[config.mk]
export PLATFORM = sky130hd
export DESIGN_NAME = cts_top
export DESIGN_NICKNAME = d
export VERILOG_FILES = /design/src/cts_pkg.sv /design/src/cts_buf_mem.sv /design/src/cts_top.sv
export SDC_FILE = /design/constraint.sdc
export NUM_CORES = 1
export LEC_CHECK = 0
export BUFFER_PORTS_ARGS = -buffer_cell sky130_fd_sc_hd__buf_2
export CAP_MARGIN = 20
export CORE_ASPECT_RATIO = 0.5
export CORE_MARGIN = 5
export CORE_UTILIZATION = 32
export CTS_BUF_LIST = sky130_fd_sc_hd__clkbuf_8
export DETAILED_ROUTE_END_ITERATION = 16
export MAX_ROUTING_LAYER = met4
export PLACE_DENSITY = 0.49
export SLEW_MARGIN = 25
export SYNTH_ARGS = -nofsm -noshare
export SYNTH_HDL_FRONTEND = slang
export SYNTH_HIERARCHICAL = 1
export SYNTH_SLANG_ARGS = --single-unit
[constraint.sdc]
create_clock -name pclk -period 6.55 [get_ports pclk]
set_input_delay 1.31 -clock pclk [delete_from_list [all_inputs] [get_ports pclk]]
set_output_delay 1.31 -clock pclk [all_outputs]
set_load 0.1 [all_outputs]
[src/cts_pkg.sv]
// constants, register map and field layout shared by the scheduler/filter block
package cts_pkg;
  localparam int unsigned NUM_BUF = 3;
  localparam int unsigned BUF_BYTES = 13;
  localparam int unsigned MEM_DEPTH = 39;
  localparam int unsigned MEM_AW = 6;
  localparam int unsigned CNT_W = 9;
  // register byte offsets
  localparam logic [11:0] OFS_MCTL0 = 12'h000;
  localparam logic [11:0] OFS_MCTL1 = 12'h004;
  localparam logic [11:0] OFS_BTIM0 = 12'h008;
  localparam logic [11:0] OFS_BTIM1 = 12'h00C;
  localparam logic [11:0] OFS_RFLG = 12'h010;
  localparam logic [11:0] OFS_RIEN = 12'h014;
  localparam logic [11:0] OFS_TFLG = 12'h018;
  localparam logic [11:0] OFS_TCTL = 12'h01C;
  localparam logic [11:0] OFS_ACTL = 12'h020;
  localparam logic [11:0] OFS_RXERR = 12'h024;
  localparam logic [11:0] OFS_TXERR = 12'h028;
  localparam logic [11:0] OFS_PAT = 12'h040;
  localparam logic [11:0] OFS_MSK = 12'h060;
  localparam logic [11:0] OFS_TXBUF = 12'h100;
  localparam logic [3:0] RANK_SLOT = 4'hD;
  // receive flag register bit positions
  localparam int unsigned RF_WAKE = 7;
  localparam int unsigned RF_RWRN = 6;
  localparam int unsigned RF_TWRN = 5;
  localparam int unsigned RF_RPAS = 4;
  localparam int unsigned RF_TPAS = 3;
  localparam int unsigned RF_BOFF = 2;
  localparam int unsigned RF_OVR = 1;
  localparam int unsigned RF_RXF = 0;
  localparam logic [7:0] RF_ERR_MASK = 8'h7E;
  // transmit flag/control fields
  localparam int unsigned TF_ABAK_LSB = 4;
  localparam int unsigned TC_ABRQ_LSB = 4;
  localparam int unsigned AC_MODE_LSB = 4;
  // error counter thresholds
  localparam logic [8:0] WARN_LIMIT = 9'h060;
  localparam logic [8:0] PASSIVE_LIMIT = 9'h07F;
  localparam logic [8:0] BUSOFF_LIMIT = 9'h0FF;
  // reset values
  localparam logic SOFT_RST_INIT = 1'b1;
  localparam logic [2:0] TXE_INIT = 3'h7;
  localparam logic [7:0] BYTE_INIT = 8'h00;
  typedef enum logic [1:0]
  {
    FM_32 = 2'h0,
    FM_16 = 2'h1,
    FM_8 = 2'h2,
    FM_CLOSED = 2'h3
  } cts_fmode_t;
endpackage

[src/cts_buf_mem.sv]
// transmit buffer byte store, one write port and two registered read ports
`timescale 1ns/1ps
module cts_buf_mem #(
  parameter int unsigned WIDTH = 8,
  parameter int unsigned DEPTH = cts_pkg::MEM_DEPTH,
  parameter int unsigned AW = cts_pkg::MEM_AW
)(
  input wire logic pclk,
  input wire logic ce,
  input wire logic we,
  input wire logic [AW-1:0] waddr,
  input wire logic [WIDTH-1:0] wdata,
  input wire logic [AW-1:0] raddr_a,
  output logic [WIDTH-1:0] rdata_a,
  input wire logic [AW-1:0] raddr_b,
  output logic [WIDTH-1:0] rdata_b
);
  import cts_pkg::*;
  logic [WIDTH-1:0] mem [DEPTH];
  if (DEPTH < 1 || DEPTH > (1 << AW))
  begin : g_chk
    $error("cts_buf_mem: depth does not fit address width");
  end
  always_ff @(posedge pclk)
  begin
    if (ce)
    begin
      if (we && (32'(waddr) < DEPTH))
        mem[waddr] <= wdata;
      rdata_a <= (32'(raddr_a) < DEPTH) ? mem[raddr_a] : '0;
      rdata_b <= (32'(raddr_b) < DEPTH) ? mem[raddr_b] : '0;
    end
  end
endmodule

[src/cts_top.sv]
// transmit scheduling, acceptance filter and interrupt flags of a CAN controller
// Overview of operation
// - three transmit buffers, each thirteen bytes of identifier, control and payload
// - each buffer has an eight bit rank register written by software
// - successful send sets the buffer empty flag and transmit interrupt if enabled
// - among scheduled buffers the numerically smallest rank is sent first
// - buffer selection reruns at every arbitration, including retries after errors
// - abort request on an idle buffer sets abort grant, empty flag and transmit interrupt if enabled
// - identifier bits compared to eight patterns, mask bits mark don't care
// - a match sets receive full and a three bit index of lowest hit
// - 32-bit mode: two filters over full identifier plus RTR, IDE, SRR
// - 16-bit mode: four filters, standard id plus RTR or top fourteen bits
// - 8-bit mode: eight filters over the first eight identifier bits
// - closed mode accepts no new frame; a frame already waiting in background still loads and sets receive full
// - receive full and interrupt set right after end of accepted frame
// - bus activity during sleep sets the wakeup flag
// - warning at 96, passive above 127, bus-off above 255, each own flag
// - interrupt pending while enabled flag set; write one clears unless cause stays
// - eleven maskable sources onto wakeup, error, receive and transmit outputs
// - error counters cannot be written by software
// - configuration registers writable only while soft reset bit is set
// - transmit output forced recessive while the CPU is in stop mode
// - transmit output low is dominant, high is recessive
`timescale 1ns/1ps
module cts_top #(
  parameter int unsigned NBUF = cts_pkg::NUM_BUF
)(
  input wire logic pclk,
  input wire logic presetn,
  input wire logic ce,
  input wire logic psel,
  input wire logic penable,
  input wire logic pwrite,
  input wire logic [11:0] paddr,
  input wire logic [31:0] pwdata,
  output logic [31:0] prdata,
  output logic pready,
  output logic pslverr,
  input wire logic eng_arb,
  input wire logic eng_tx_ok,
  input wire logic eng_tx_err,
  input wire logic eng_tx_bit,
  input wire logic eng_rx_ok,
  input wire logic [28:0] eng_rx_id,
  input wire logic eng_rx_ide,
  input wire logic eng_rx_rtr,
  input wire logic eng_rx_srr,
  input wire logic [cts_pkg::CNT_W-1:0] eng_rec,
  input wire logic [cts_pkg::CNT_W-1:0] eng_tec,
  input wire logic eng_sleep,
  input wire logic [cts_pkg::MEM_AW-1:0] eng_rd_addr,
  output logic [7:0] eng_rd_data,
  output logic tx_start,
  output logic [1:0] tx_sel,
  output logic rx_fg_load,
  output logic soft_reset_bit,
  output logic [7:0] module_control_one,
  output logic [7:0] bit_timing_zero,
  output logic [7:0] bit_timing_one,
  input wire logic stop_mode,
  input wire logic can_rx_pin,
  output logic can_tx_output,
  output logic irq_wakeup,
  output logic irq_error,
  output logic irq_receive,
  output logic irq_transmit
);
  import cts_pkg::*;

  typedef struct packed {
    logic soft_rst;
    logic [7:0] mc1;
    logic [7:0] btr0;
    logic [7:0] btr1;
    logic [7:0] rflg;
    logic [7:0] rien;
    logic [2:0] tx_buffer_empty;
    logic [2:0] abak;
    logic [2:0] abrq;
    logic [2:0] txeie;
    logic [1:0] fmode;
    logic [2:0] hit;
    logic [7:0][7:0] pat;
    logic [7:0][7:0] msk;
    logic [2:0][7:0] rank;
    logic busy;
    logic [1:0] act;
    logic go;
    logic [1:0] sel;
    logic bg_full;
    logic [2:0] bg_hit;
    logic fg_load;
    logic pready;
    logic pslverr;
    logic [31:0] prdata;
    logic [3:0] irq;
    logic txo;
    logic rx_s1;
    logic rx_s2;
  } cts_state_t;

  cts_state_t q;
  cts_state_t d;
  logic mem_we;
  logic [MEM_AW-1:0] mem_waddr;
  logic [MEM_AW-1:0] mem_raddr;
  logic [7:0] mem_rdata;
  logic [7:0] hits;
  logic [2:0] hit_low;
  logic [31:0] idw;

  if (NBUF != 3)
  begin : g_chk
    $error("cts_top: the scheduler serves exactly three buffers");
  end

  // byte address of a transmit buffer slot in the store
  function automatic logic [MEM_AW-1:0] buf_addr(input logic [11:0] a);
    return MEM_AW'(a[7:6] * 4'(BUF_BYTES) + a[5:2]);
  endfunction

  function automatic logic in_txbuf(input logic [11:0] a);
    return (a[11:8] == OFS_TXBUF[11:8]) && (a[7:6] != 2'h3) && (a[1:0] == 2'h0);
  endfunction

  // smallest rank among scheduled buffers; strict compare keeps lower index on ties
  function automatic logic [2:0] pick_buf(input logic [2:0][7:0] rk, input logic [2:0] ok);
    logic [7:0] best;
    logic [2:0] res;
    best = 8'hFF;
    res = 3'h0;
    for (int b = 0; b < 3; b++)
    begin
      if (ok[b] && (!res[2] || rk[b] < best))
      begin
        best = rk[b];
        res = {1'b1, 2'(b)};
      end
    end
    return res;
  endfunction

  // frame fields laid out as the four identifier bytes
  function automatic logic [31:0] id_word(input logic [28:0] id, input logic ide,
                                          input logic rtr, input logic srr);
    if (ide)
      return {id[28:18], srr, 1'b1, id[17:0], rtr};
    return {id[10:0], rtr, 1'b0, 19'h00000};
  endfunction

  // masked identifier compare
  // top n bits of w equal p wherever m is zero
  function automatic logic field_hit(input logic [31:0] w, input logic [31:0] p,
                                     input logic [31:0] m, input logic [5:0] n);
    return &(~(w ^ p) | m | (32'hFFFFFFFF >> n));
  endfunction

  function automatic logic [2:0] lowest(input logic [7:0] h);
    logic [2:0] r;
    r = 3'h0;
    for (int i = 7; i >= 0; i--)
    begin
      if (h[i])
        r = 3'(i);
    end
    return r;
  endfunction

  assign idw = id_word(eng_rx_id, eng_rx_ide, eng_rx_rtr, eng_rx_srr);
  assign hit_low = lowest(hits);

  always_comb
  begin
    hits = 8'h00;
    for (int f = 0; f < 8; f++)
    begin
      unique case (cts_fmode_t'(q.fmode))
        FM_32: if (f < 2)
          hits[f] = field_hit(idw, {q.pat[4*f], q.pat[4*f+1], q.pat[4*f+2], q.pat[4*f+3]},
                              {q.msk[4*f], q.msk[4*f+1], q.msk[4*f+2], q.msk[4*f+3]}, 6'd32);
        // four filters on the leading sixteen bits
        FM_16: if (f < 4)
          hits[f] = field_hit(idw, {q.pat[2*f], q.pat[2*f+1], 16'h0000},
                              {q.msk[2*f], q.msk[2*f+1], 16'h0000}, 6'd16);
        // eight filters on the leading byte
        FM_8: hits[f] = field_hit(idw, {q.pat[f], 24'h000000}, {q.msk[f], 24'h000000}, 6'd8);
        FM_CLOSED: hits[f] = 1'b0;
      endcase
    end
  end

  assign mem_raddr = buf_addr(paddr);

  always_comb
  begin
    logic wr;
    logic rd_now;
    logic mapped;
    logic [31:0] rv;
    logic [7:0] wb;
    logic [2:0] pk;
    logic [2:0] cond;
    wr = psel && penable && q.pready && pwrite;
    rd_now = psel && penable && !q.pready;
    wb = pwdata[7:0];
    pk = 3'h0;
    cond = 3'h0;
    d = q;
    d.go = 1'b0;
    d.fg_load = 1'b0;
    d.rx_s1 = can_rx_pin;
    d.rx_s2 = q.rx_s1;
    // one wait state: answer in the second access cycle
    d.pready = rd_now;
    mapped = 1'b1;
    rv = 32'h00000000;
    mem_we = 1'b0;
    mem_waddr = buf_addr(paddr);
    if (in_txbuf(paddr))
    begin
      if (paddr[5:2] == RANK_SLOT)
        rv = {24'h000000, q.rank[paddr[7:6]]};
      else if (paddr[5:2] < RANK_SLOT)
        rv = {24'h000000, mem_rdata};
      else
        mapped = 1'b0;
    end
    else if (paddr[11:5] == OFS_PAT[11:5])
      rv = {24'h000000, q.pat[paddr[4:2]]};
    else if (paddr[11:5] == OFS_MSK[11:5])
      rv = {24'h000000, q.msk[paddr[4:2]]};
    else
    begin
      unique case (paddr)
        OFS_MCTL0: rv = {31'h00000000, q.soft_rst};
        OFS_MCTL1: rv = {24'h000000, q.mc1};
        OFS_BTIM0: rv = {24'h000000, q.btr0};
        OFS_BTIM1: rv = {24'h000000, q.btr1};
        OFS_RFLG: rv = {24'h000000, q.rflg};
        OFS_RIEN: rv = {24'h000000, q.rien};
        OFS_TFLG: rv = {25'h0000000, q.abak, 1'b0, q.tx_buffer_empty};
        OFS_TCTL: rv = {25'h0000000, q.abrq, 1'b0, q.txeie};
        OFS_ACTL: rv = {26'h0000000, q.fmode, 1'b0, q.hit};
        OFS_RXERR: rv = {23'h000000, eng_rec};
        OFS_TXERR: rv = {23'h000000, eng_tec};
        default: mapped = 1'b0;
      endcase
    end
    if (rd_now)
    begin
      d.prdata = pwrite ? 32'h00000000 : rv;
      d.pslverr = !mapped;
    end
    if (wr && mapped)
    begin
      if (in_txbuf(paddr))
      begin
        if (paddr[5:2] == RANK_SLOT)
          d.rank[paddr[7:6]] = wb;
        else
          mem_we = 1'b1;
      end
      // configuration accepted only under soft reset
      else if (q.soft_rst && paddr[11:5] == OFS_PAT[11:5])
        d.pat[paddr[4:2]] = wb;
      else if (q.soft_rst && paddr[11:5] == OFS_MSK[11:5])
        d.msk[paddr[4:2]] = wb;
      else
      begin
        unique case (paddr)
          OFS_MCTL0: d.soft_rst = wb[0];
          OFS_MCTL1: if (q.soft_rst) d.mc1 = wb;
          OFS_BTIM0: if (q.soft_rst) d.btr0 = wb;
          OFS_BTIM1: if (q.soft_rst) d.btr1 = wb;
          OFS_RFLG: d.rflg = q.rflg & ~wb;
          OFS_RIEN: d.rien = wb;
          // clearing the empty flag schedules the buffer
          OFS_TFLG:
          begin
            d.tx_buffer_empty = q.tx_buffer_empty & ~wb[2:0];
            d.abak = q.abak & ~wb[2:0];
          end
          OFS_TCTL:
          begin
            d.txeie = wb[2:0];
            d.abrq = (q.abrq | wb[TC_ABRQ_LSB +: 3]) & ~q.tx_buffer_empty;
          end
          OFS_ACTL: if (q.soft_rst) d.fmode = wb[AC_MODE_LSB +: 2];
          default: d.rflg = d.rflg;
        endcase
      end
    end
    // threshold flags stay set while their cause persists
    cond[0] = (eng_rec >= WARN_LIMIT);
    cond[1] = (eng_tec >= WARN_LIMIT);
    cond[2] = (eng_tec > BUSOFF_LIMIT);
    d.rflg[RF_RWRN] = d.rflg[RF_RWRN] | cond[0];
    d.rflg[RF_TWRN] = d.rflg[RF_TWRN] | cond[1];
    d.rflg[RF_RPAS] = d.rflg[RF_RPAS] | (eng_rec > PASSIVE_LIMIT);
    d.rflg[RF_TPAS] = d.rflg[RF_TPAS] | (eng_tec > PASSIVE_LIMIT);
    d.rflg[RF_BOFF] = d.rflg[RF_BOFF] | cond[2];
    if (eng_sleep && !q.rx_s2)
      d.rflg[RF_WAKE] = 1'b1;
    if (q.soft_rst)
    begin
      d.busy = 1'b0;
    end
    else
    begin
      if (q.busy && eng_tx_ok)
      begin
        d.busy = 1'b0;
        d.tx_buffer_empty[q.act] = 1'b1;
        d.abak[q.act] = 1'b0;
        d.abrq[q.act] = 1'b0;
      end
      else if (q.busy && eng_tx_err)
        d.busy = 1'b0;
      // grant aborts for buffers not on the wire
      for (int b = 0; b < 3; b++)
      begin
        if (q.abrq[b] && !q.tx_buffer_empty[b] && !(q.busy && q.act == 2'(b)))
        begin
          d.tx_buffer_empty[b] = 1'b1;
          d.abak[b] = 1'b1;
          d.abrq[b] = 1'b0;
        end
      end
      pk = pick_buf(q.rank, ~q.tx_buffer_empty & ~q.abrq);
      if (eng_arb && !q.busy && pk[2])
      begin
        // smallest rank, lower index on ties
        d.busy = 1'b1;
        d.act = pk[1:0];
        d.sel = pk[1:0];
        d.go = 1'b1;
      end
      // accepted frame goes to foreground or waits in background
      if (eng_rx_ok && |hits)
      begin
        if (!q.rflg[RF_RXF])
        begin
          d.rflg[RF_RXF] = 1'b1;
          d.hit = lowest(hits);
          d.fg_load = 1'b1;
        end
        else if (!q.bg_full)
        begin
          d.bg_full = 1'b1;
          d.bg_hit = lowest(hits);
        end
        else
          d.rflg[RF_OVR] = 1'b1;
      end
      else if (q.bg_full && !q.rflg[RF_RXF])
      begin
        d.rflg[RF_RXF] = 1'b1;
        d.hit = q.bg_hit;
        d.bg_full = 1'b0;
        d.fg_load = 1'b1;
      end
    end
    // four outputs from eleven maskable sources
    d.irq[0] = q.rflg[RF_WAKE] & q.rien[RF_WAKE];
    d.irq[1] = |(q.rflg & q.rien & RF_ERR_MASK);
    d.irq[2] = q.rflg[RF_RXF] & q.rien[RF_RXF];
    d.irq[3] = |(q.tx_buffer_empty & q.txeie);
    d.txo = stop_mode | eng_tx_bit;
  end

  always_ff @(posedge pclk or negedge presetn)
  begin
    if (!presetn)
    begin
      q <= '0;
      q.soft_rst <= SOFT_RST_INIT;
      q.tx_buffer_empty <= TXE_INIT;
      q.txo <= 1'b1;
      q.rx_s1 <= 1'b1;
      q.rx_s2 <= 1'b1;
    end
    else if (ce)
      q <= d;
  end

  // message bytes of the three buffers
  cts_buf_mem #(.WIDTH(8), .DEPTH(MEM_DEPTH), .AW(MEM_AW)) u_mem (
    .pclk(pclk),
    .ce(ce),
    .we(mem_we),
    .waddr(mem_waddr),
    .wdata(pwdata[7:0]),
    .raddr_a(mem_raddr),
    .rdata_a(mem_rdata),
    .raddr_b(eng_rd_addr),
    .rdata_b(eng_rd_data)
  );

  assign prdata = q.prdata;
  assign pready = q.pready;
  assign pslverr = q.pslverr;
  assign tx_start = q.go;
  assign tx_sel = q.sel;
  assign rx_fg_load = q.fg_load;
  assign soft_reset_bit = q.soft_rst;
  assign module_control_one = q.mc1;
  assign bit_timing_zero = q.btr0;
  assign bit_timing_one = q.btr1;
  assign can_tx_output = q.txo;
  assign irq_wakeup = q.irq[0];
  assign irq_error = q.irq[1];
  assign irq_receive = q.irq[2];
  assign irq_transmit = q.irq[3];
endmodule

==> summary by stage <==
Synth
During synthesis, Yosys emitted a total of 6 warnings. The number of different library cells used by synthesis comes to 77. After synthesis, the share of flip-flops with an asynchronous set or reset is 41.9%.

The cell area after synthesis is 30100 sq um. A synthesized cell averages 13.7 sq um. The largest family of logic cells by synthesized area is multiplexers. After synthesis, flip-flops and latches occupy 52.5% of the total area. Multiplexer cells account for 24.3% of the synthesized area. In the synthesized netlist, the number of instances is about 2200. The simple-gate share of the synthesized area is 7.67%. Summing the areas of all xor and xnor instances in the mapped netlist gives 2.91% of the synthesized area.

The number of enable-type register cells in the synthesized netlist is 328. The number of storage elements in the synthesis netlist is 565. In the synthesized netlist the dominant register cell turns out to be sky130_fd_sc_hd__edfxtp_1. The area fraction in compound gates after synthesis is 7.54%.

The synthesized netlist devotes 1.30% of its cell area to adder and majority cells.

Detailed routing
In this run the remaining antenna-violating nets after routing total 0. The total vias in the final route is 20200. After detailed routing, the number of remaining DRC violations is 0. Dividing the detail-routed wire length by the instance count gives 26.8 um. The average via count per standard cell is 5.47.

Before antenna repair, the detailed router went through 5 iterations. The number of DRC markers after the initial detailed-route iteration is 1745. The routed design has 99100 um of wire.

CTS
The insertion delay of the later-clocked pin in the worst-skew pair is approximately 760 ps. Counting the buffers created by CTS gives a little over 90. The TritonCTS clock tree is done. The count of H-tree levels built during CTS is 3. The clock transition at the registers of the reported paths is 60 ps. The clock passes through at most 3 buffers.

The clock drives between 500 and 600 sinks. The hold buffer count at CTS is 0. The post-CTS setup buffer count is 0. The tree is rooted in a sky130_fd_sc_hd__clkbuf_8. In this run, post-CTS repair resized a total of 0 instances.

Power and ir drop
The internal power component is between 5 and 6 mW. The leakage component of the power is 13.6 nW. In this run, flip-flops and latches consume 46.9% of the power. The power density relative to cell area is 247 nW/um^2. The power spent charging and discharging nets is 2.50 mW.

The switching power share of the total is 29.8%. Of the total power, combinational logic draws 16.1%. The power share of the clock group is 37.0%.

IR analysis of the VDD net gives a maximum drop of between 0.1 and 0.15 mV.

Placed design
After legalization and detailed placement, the total HPWL measured between 60000 and 70000 um. At the placement stage, the worst setup path has a slack of 1190 ps. The count of buffers added on input and output ports is 142. Once placement completed, the tool counted placed cells totaling 3511. The final estimated routing congestion in global placement is 0.897.

Setup path
The most numerous cell type found on the critical path is sky130_fd_sc_hd__nor2b_1. STA puts the critical path data required time at 6920 ps. The critical path launch point type is a primary input. The critical path is of the in2reg type. The signal on the critical path passes through buf_2, ha_1, nor4b_1, o21ai_0, a211oi_1, nor2b_1, nand3_1, nor2b_1, nand2_1, nor2_1. The number of buffers and inverters on the critical path is 1. The maximum cell stage delay along the critical path is 760 ps. The family of cells with the greatest summed delay on the critical path is simple AND/OR/NAND/NOR gates. Data on the critical path arrives at its endpoint at 5010 ps. The maximum fanout count along the critical path is 16. The library cell contributing the largest single delay on the critical path is sky130_fd_sc_hd__nor2_1.

The critical path endpoint category is a flip-flop.

STA
In this run the tightest slew margin relative to its limit is ~30%. The setup skew after layout is about 34 ps. The number of setup violations in the final report is 0. Dividing the final minimum period by the clock period gives between 70 and 80%. The smallest clock period supported by the final layout is computed as 4650 ps.

The final sum of negative setup slack is 0 ps. Setup slack on the critical path of the routed design comes to roughly 1900 ps. Static timing analysis puts the maximum clock frequency at 215 MHz.

The number of pins with negative max-slew slack in the final report is 0. The transition time at the pin with the least slew margin is between 1000 and 1500 ps. The count of final hold-check violations is 0. Setup repair after global routing left no endpoint under its margin.

Finish
The count of non-filler cells in the finished layout is between 3000 and 4000. The synthesis-to-layout area growth is 12.9%. The area occupied by multi-input gates is 13300 sq um. Of the cells placed in the final design, the portion with a size suffix greater than 1 is between 30% and 40%. The final layout contains 2496 nets.

Fill cells in the final layout number 8986. Leaving out fill and tap cells, the most frequent cell in the layout is sky130_fd_sc_hd__edfxtp_1. The register area is roughly 16000 sq um. Leaving out fill and tap cells, the most frequent cells in the layout are sky130_fd_sc_hd__edfxtp_1, sky130_fd_sc_hd__dfrtp_1, sky130_fd_sc_hd__mux2_2.

GRT
The initial antenna violation count came to 7. Entering global routing, the biggest net connects 154 pins. The first global-routing pass estimated roughly 140000 um of wire.

The via count of the first global-routing pass is 20100. Across every metal layer, demand over resource in global routing totals 20.0%. The overall overflow remaining after global route is 0.

Die
The die extent in x is roughly 440 um. The total I/O pin count is 190. For this configuration, the core starts out at a cell density of 32.3%. The number of rows created at floorplan is 79. The core region is 93100 sq um. The floorplan step set the die height to 227 um. The full die area is around 100000 sq um.

Outcome
The flow ran to the end, and the final reports show no timing, DRC or antenna violations.

Flow run
The number of maximum-capacitance violations is 0.

Min path
The path class of the tightest hold or removal check is reg2reg.
[synth_stat cells (6+ instances only)]
| library cell | n | area (sq um) |
|---|---|---|
| sky130_fd_sc_hd__edfxtp_1 | 328 | 9850 |
| sky130_fd_sc_hd__dfrtp_1 | 230 | 5760 |
| sky130_fd_sc_hd__mux2_2 | 201 | 2260 |
| sky130_fd_sc_hd__mux4_2 | 170 | 3830 |
| sky130_fd_sc_hd__nand2_1 | 153 | 574 |
| sky130_fd_sc_hd__nor2_1 | 131 | 492 |
| sky130_fd_sc_hd__mux2i_1 | 102 | 1020 |
| sky130_fd_sc_hd__xor2_1 | 92 | 806 |
| sky130_fd_sc_hd__o21ai_0 | 68 | 340 |
| sky130_fd_sc_hd__buf_4 | 66 | 495 |
| sky130_fd_sc_hd__clkbuf_1 | 65 | 244 |
| sky130_fd_sc_hd__o22ai_1 | 62 | 388 |
| sky130_fd_sc_hd__nor2b_1 | 48 | 300 |
| sky130_fd_sc_hd__a21oi_1 | 39 | 195 |
| sky130_fd_sc_hd__a211oi_1 | 37 | 278 |
| sky130_fd_sc_hd__nor3_1 | 32 | 160 |
| sky130_fd_sc_hd__a22oi_1 | 28 | 210 |
| sky130_fd_sc_hd__ha_1 | 28 | 350 |
| sky130_fd_sc_hd__inv_1 | 27 | 101 |
| sky130_fd_sc_hd__nand3_1 | 25 | 125 |
| sky130_fd_sc_hd__buf_2 | 24 | 120 |
| sky130_fd_sc_hd__nor4_1 | 16 | 100 |
| sky130_fd_sc_hd__buf_1 | 14 | 52.6 |
| sky130_fd_sc_hd__nand2b_1 | 13 | 81.3 |
| sky130_fd_sc_hd__a221oi_1 | 11 | 96.3 |
| sky130_fd_sc_hd__a22o_1 | 11 | 96.3 |
| sky130_fd_sc_hd__a222oi_1 | 10 | 100 |
| sky130_fd_sc_hd__a32o_1 | 9 | 90.1 |
| sky130_fd_sc_hd__and3_1 | 8 | 50.1 |
| sky130_fd_sc_hd__buf_6 | 8 | 90.1 |
| sky130_fd_sc_hd__nand3b_1 | 8 | 60.1 |
| sky130_fd_sc_hd__xnor2_1 | 8 | 70.1 |
| sky130_fd_sc_hd__a21o_1 | 7 | 52.6 |
| sky130_fd_sc_hd__dfstp_2 | 7 | 184 |
| sky130_fd_sc_hd__nand4_1 | 7 | 43.8 |
| sky130_fd_sc_hd__or2_2 | 7 | 43.8 |
| sky130_fd_sc_hd__mux2i_4 | 6 | 135 |
| sky130_fd_sc_hd__o211ai_1 | 6 | 45.0 |
| sky130_fd_sc_hd__o2bb2ai_1 | 6 | 52.6 |
[sequential cells by signal, summed over array words and instances (netlist names), 2 cells and up]
register / flops
u_mem/rdata_a: 8
bit_timing_one: 8
q: 191
prdata: 9
bit_timing_zero: 8
tx_sel: 2
u_mem/mem: 312
module_control_one: 8
u_mem/rdata_b: 8
[area by class of cell]
class,instances,area share (%)
flip-flops and latches,565,46.5
multi-input cells,1448,39.1
diodes,7,0.0516
well taps,1255,4.63
clock inverters,64,1.04
inverters,27,0.299
clock buffers,108,4.38
repair buffers,218,4.01
[worst reg2reg max path: stages (launching register included)]
cell and delay (ps):
sky130_fd_sc_hd__dfrtp_1 500, sky130_fd_sc_hd__or2_2 460, sky130_fd_sc_hd__nor2_1 180, sky130_fd_sc_hd__ha_1 260, sky130_fd_sc_hd__a21o_1 150, sky130_fd_sc_hd__a21o_1 180
sky130_fd_sc_hd__a21oi_1 150, sky130_fd_sc_hd__o211ai_1 140, sky130_fd_sc_hd__nand2_1 440, sky130_fd_sc_hd__nor2_1 80, sky130_fd_sc_hd__a21oi_1 130, sky130_fd_sc_hd__ha_1 280
sky130_fd_sc_hd__a21o_1 170, sky130_fd_sc_hd__a21o_1 180, sky130_fd_sc_hd__a21oi_1 130, sky130_fd_sc_hd__o21ai_0 80, sky130_fd_sc_hd__a21oi_1 200, sky130_fd_sc_hd__a21oi_1 100
[final timing paths]
kind	from	endpoint	slack (ps)	cells after the start
hold / removal	d[0]	q[0]	490	2
setup reg to reg	q[212]	tx_sel[0]	2600	17
hold reg to reg	d[0]	q[0]	490	2
max in group asynchronous	presetn	bit_timing_zero[6]	4640	3
setup / recovery	paddr[7]	u_mem/mem[3][3]	1900	10
min in group asynchronous	presetn	q[167]	540	1
[power groups by stage]
stage | clock network (mW) | registers [mW] | logic, mW
after floorplan | 0 | 4.02 | 0.861
after global placement | 0 | 4.00 | 1.34
after detailed placement | 0 | 4.00 | 1.35
after CTS | 3.21 | 3.93 | 1.35
after global routing | 3.37 | 3.94 | 1.43
final | 3.11 | 3.93 | 1.35
[cells by family (layout without fill, tap and decap cells)]
logic type,after synthesis,in the layout
DFF,565,565
adders and majority gates,30,30
AOI/OAI and AO/OA,329,329
xor gates and xnor gates,100,100
and+or+nand+nor,483,483
muxes,483,483
buffers and inverters,206,417
other,1,30
[metal layers]
layer	GRT usage, %	share of wire (%)
met4	5.83	2.7
met5	-	0
met3	3.17	5.4
met1	26.2	43
met2	32.5	48
[metrics by stage]
step	hold WS (ps)	util [%]	area (sq um)	power, mW
final	491	36.5	33900	8.39
after global placement	458	34.4	32000	5.34
after global routing	509	36.4	33900	8.73
after CTS	477	36.4	33900	8.49
after detailed placement	460	34.4	32000	5.35
after floorplan	444	-	30100	4.88
Power figures use the tool's default switching activity.
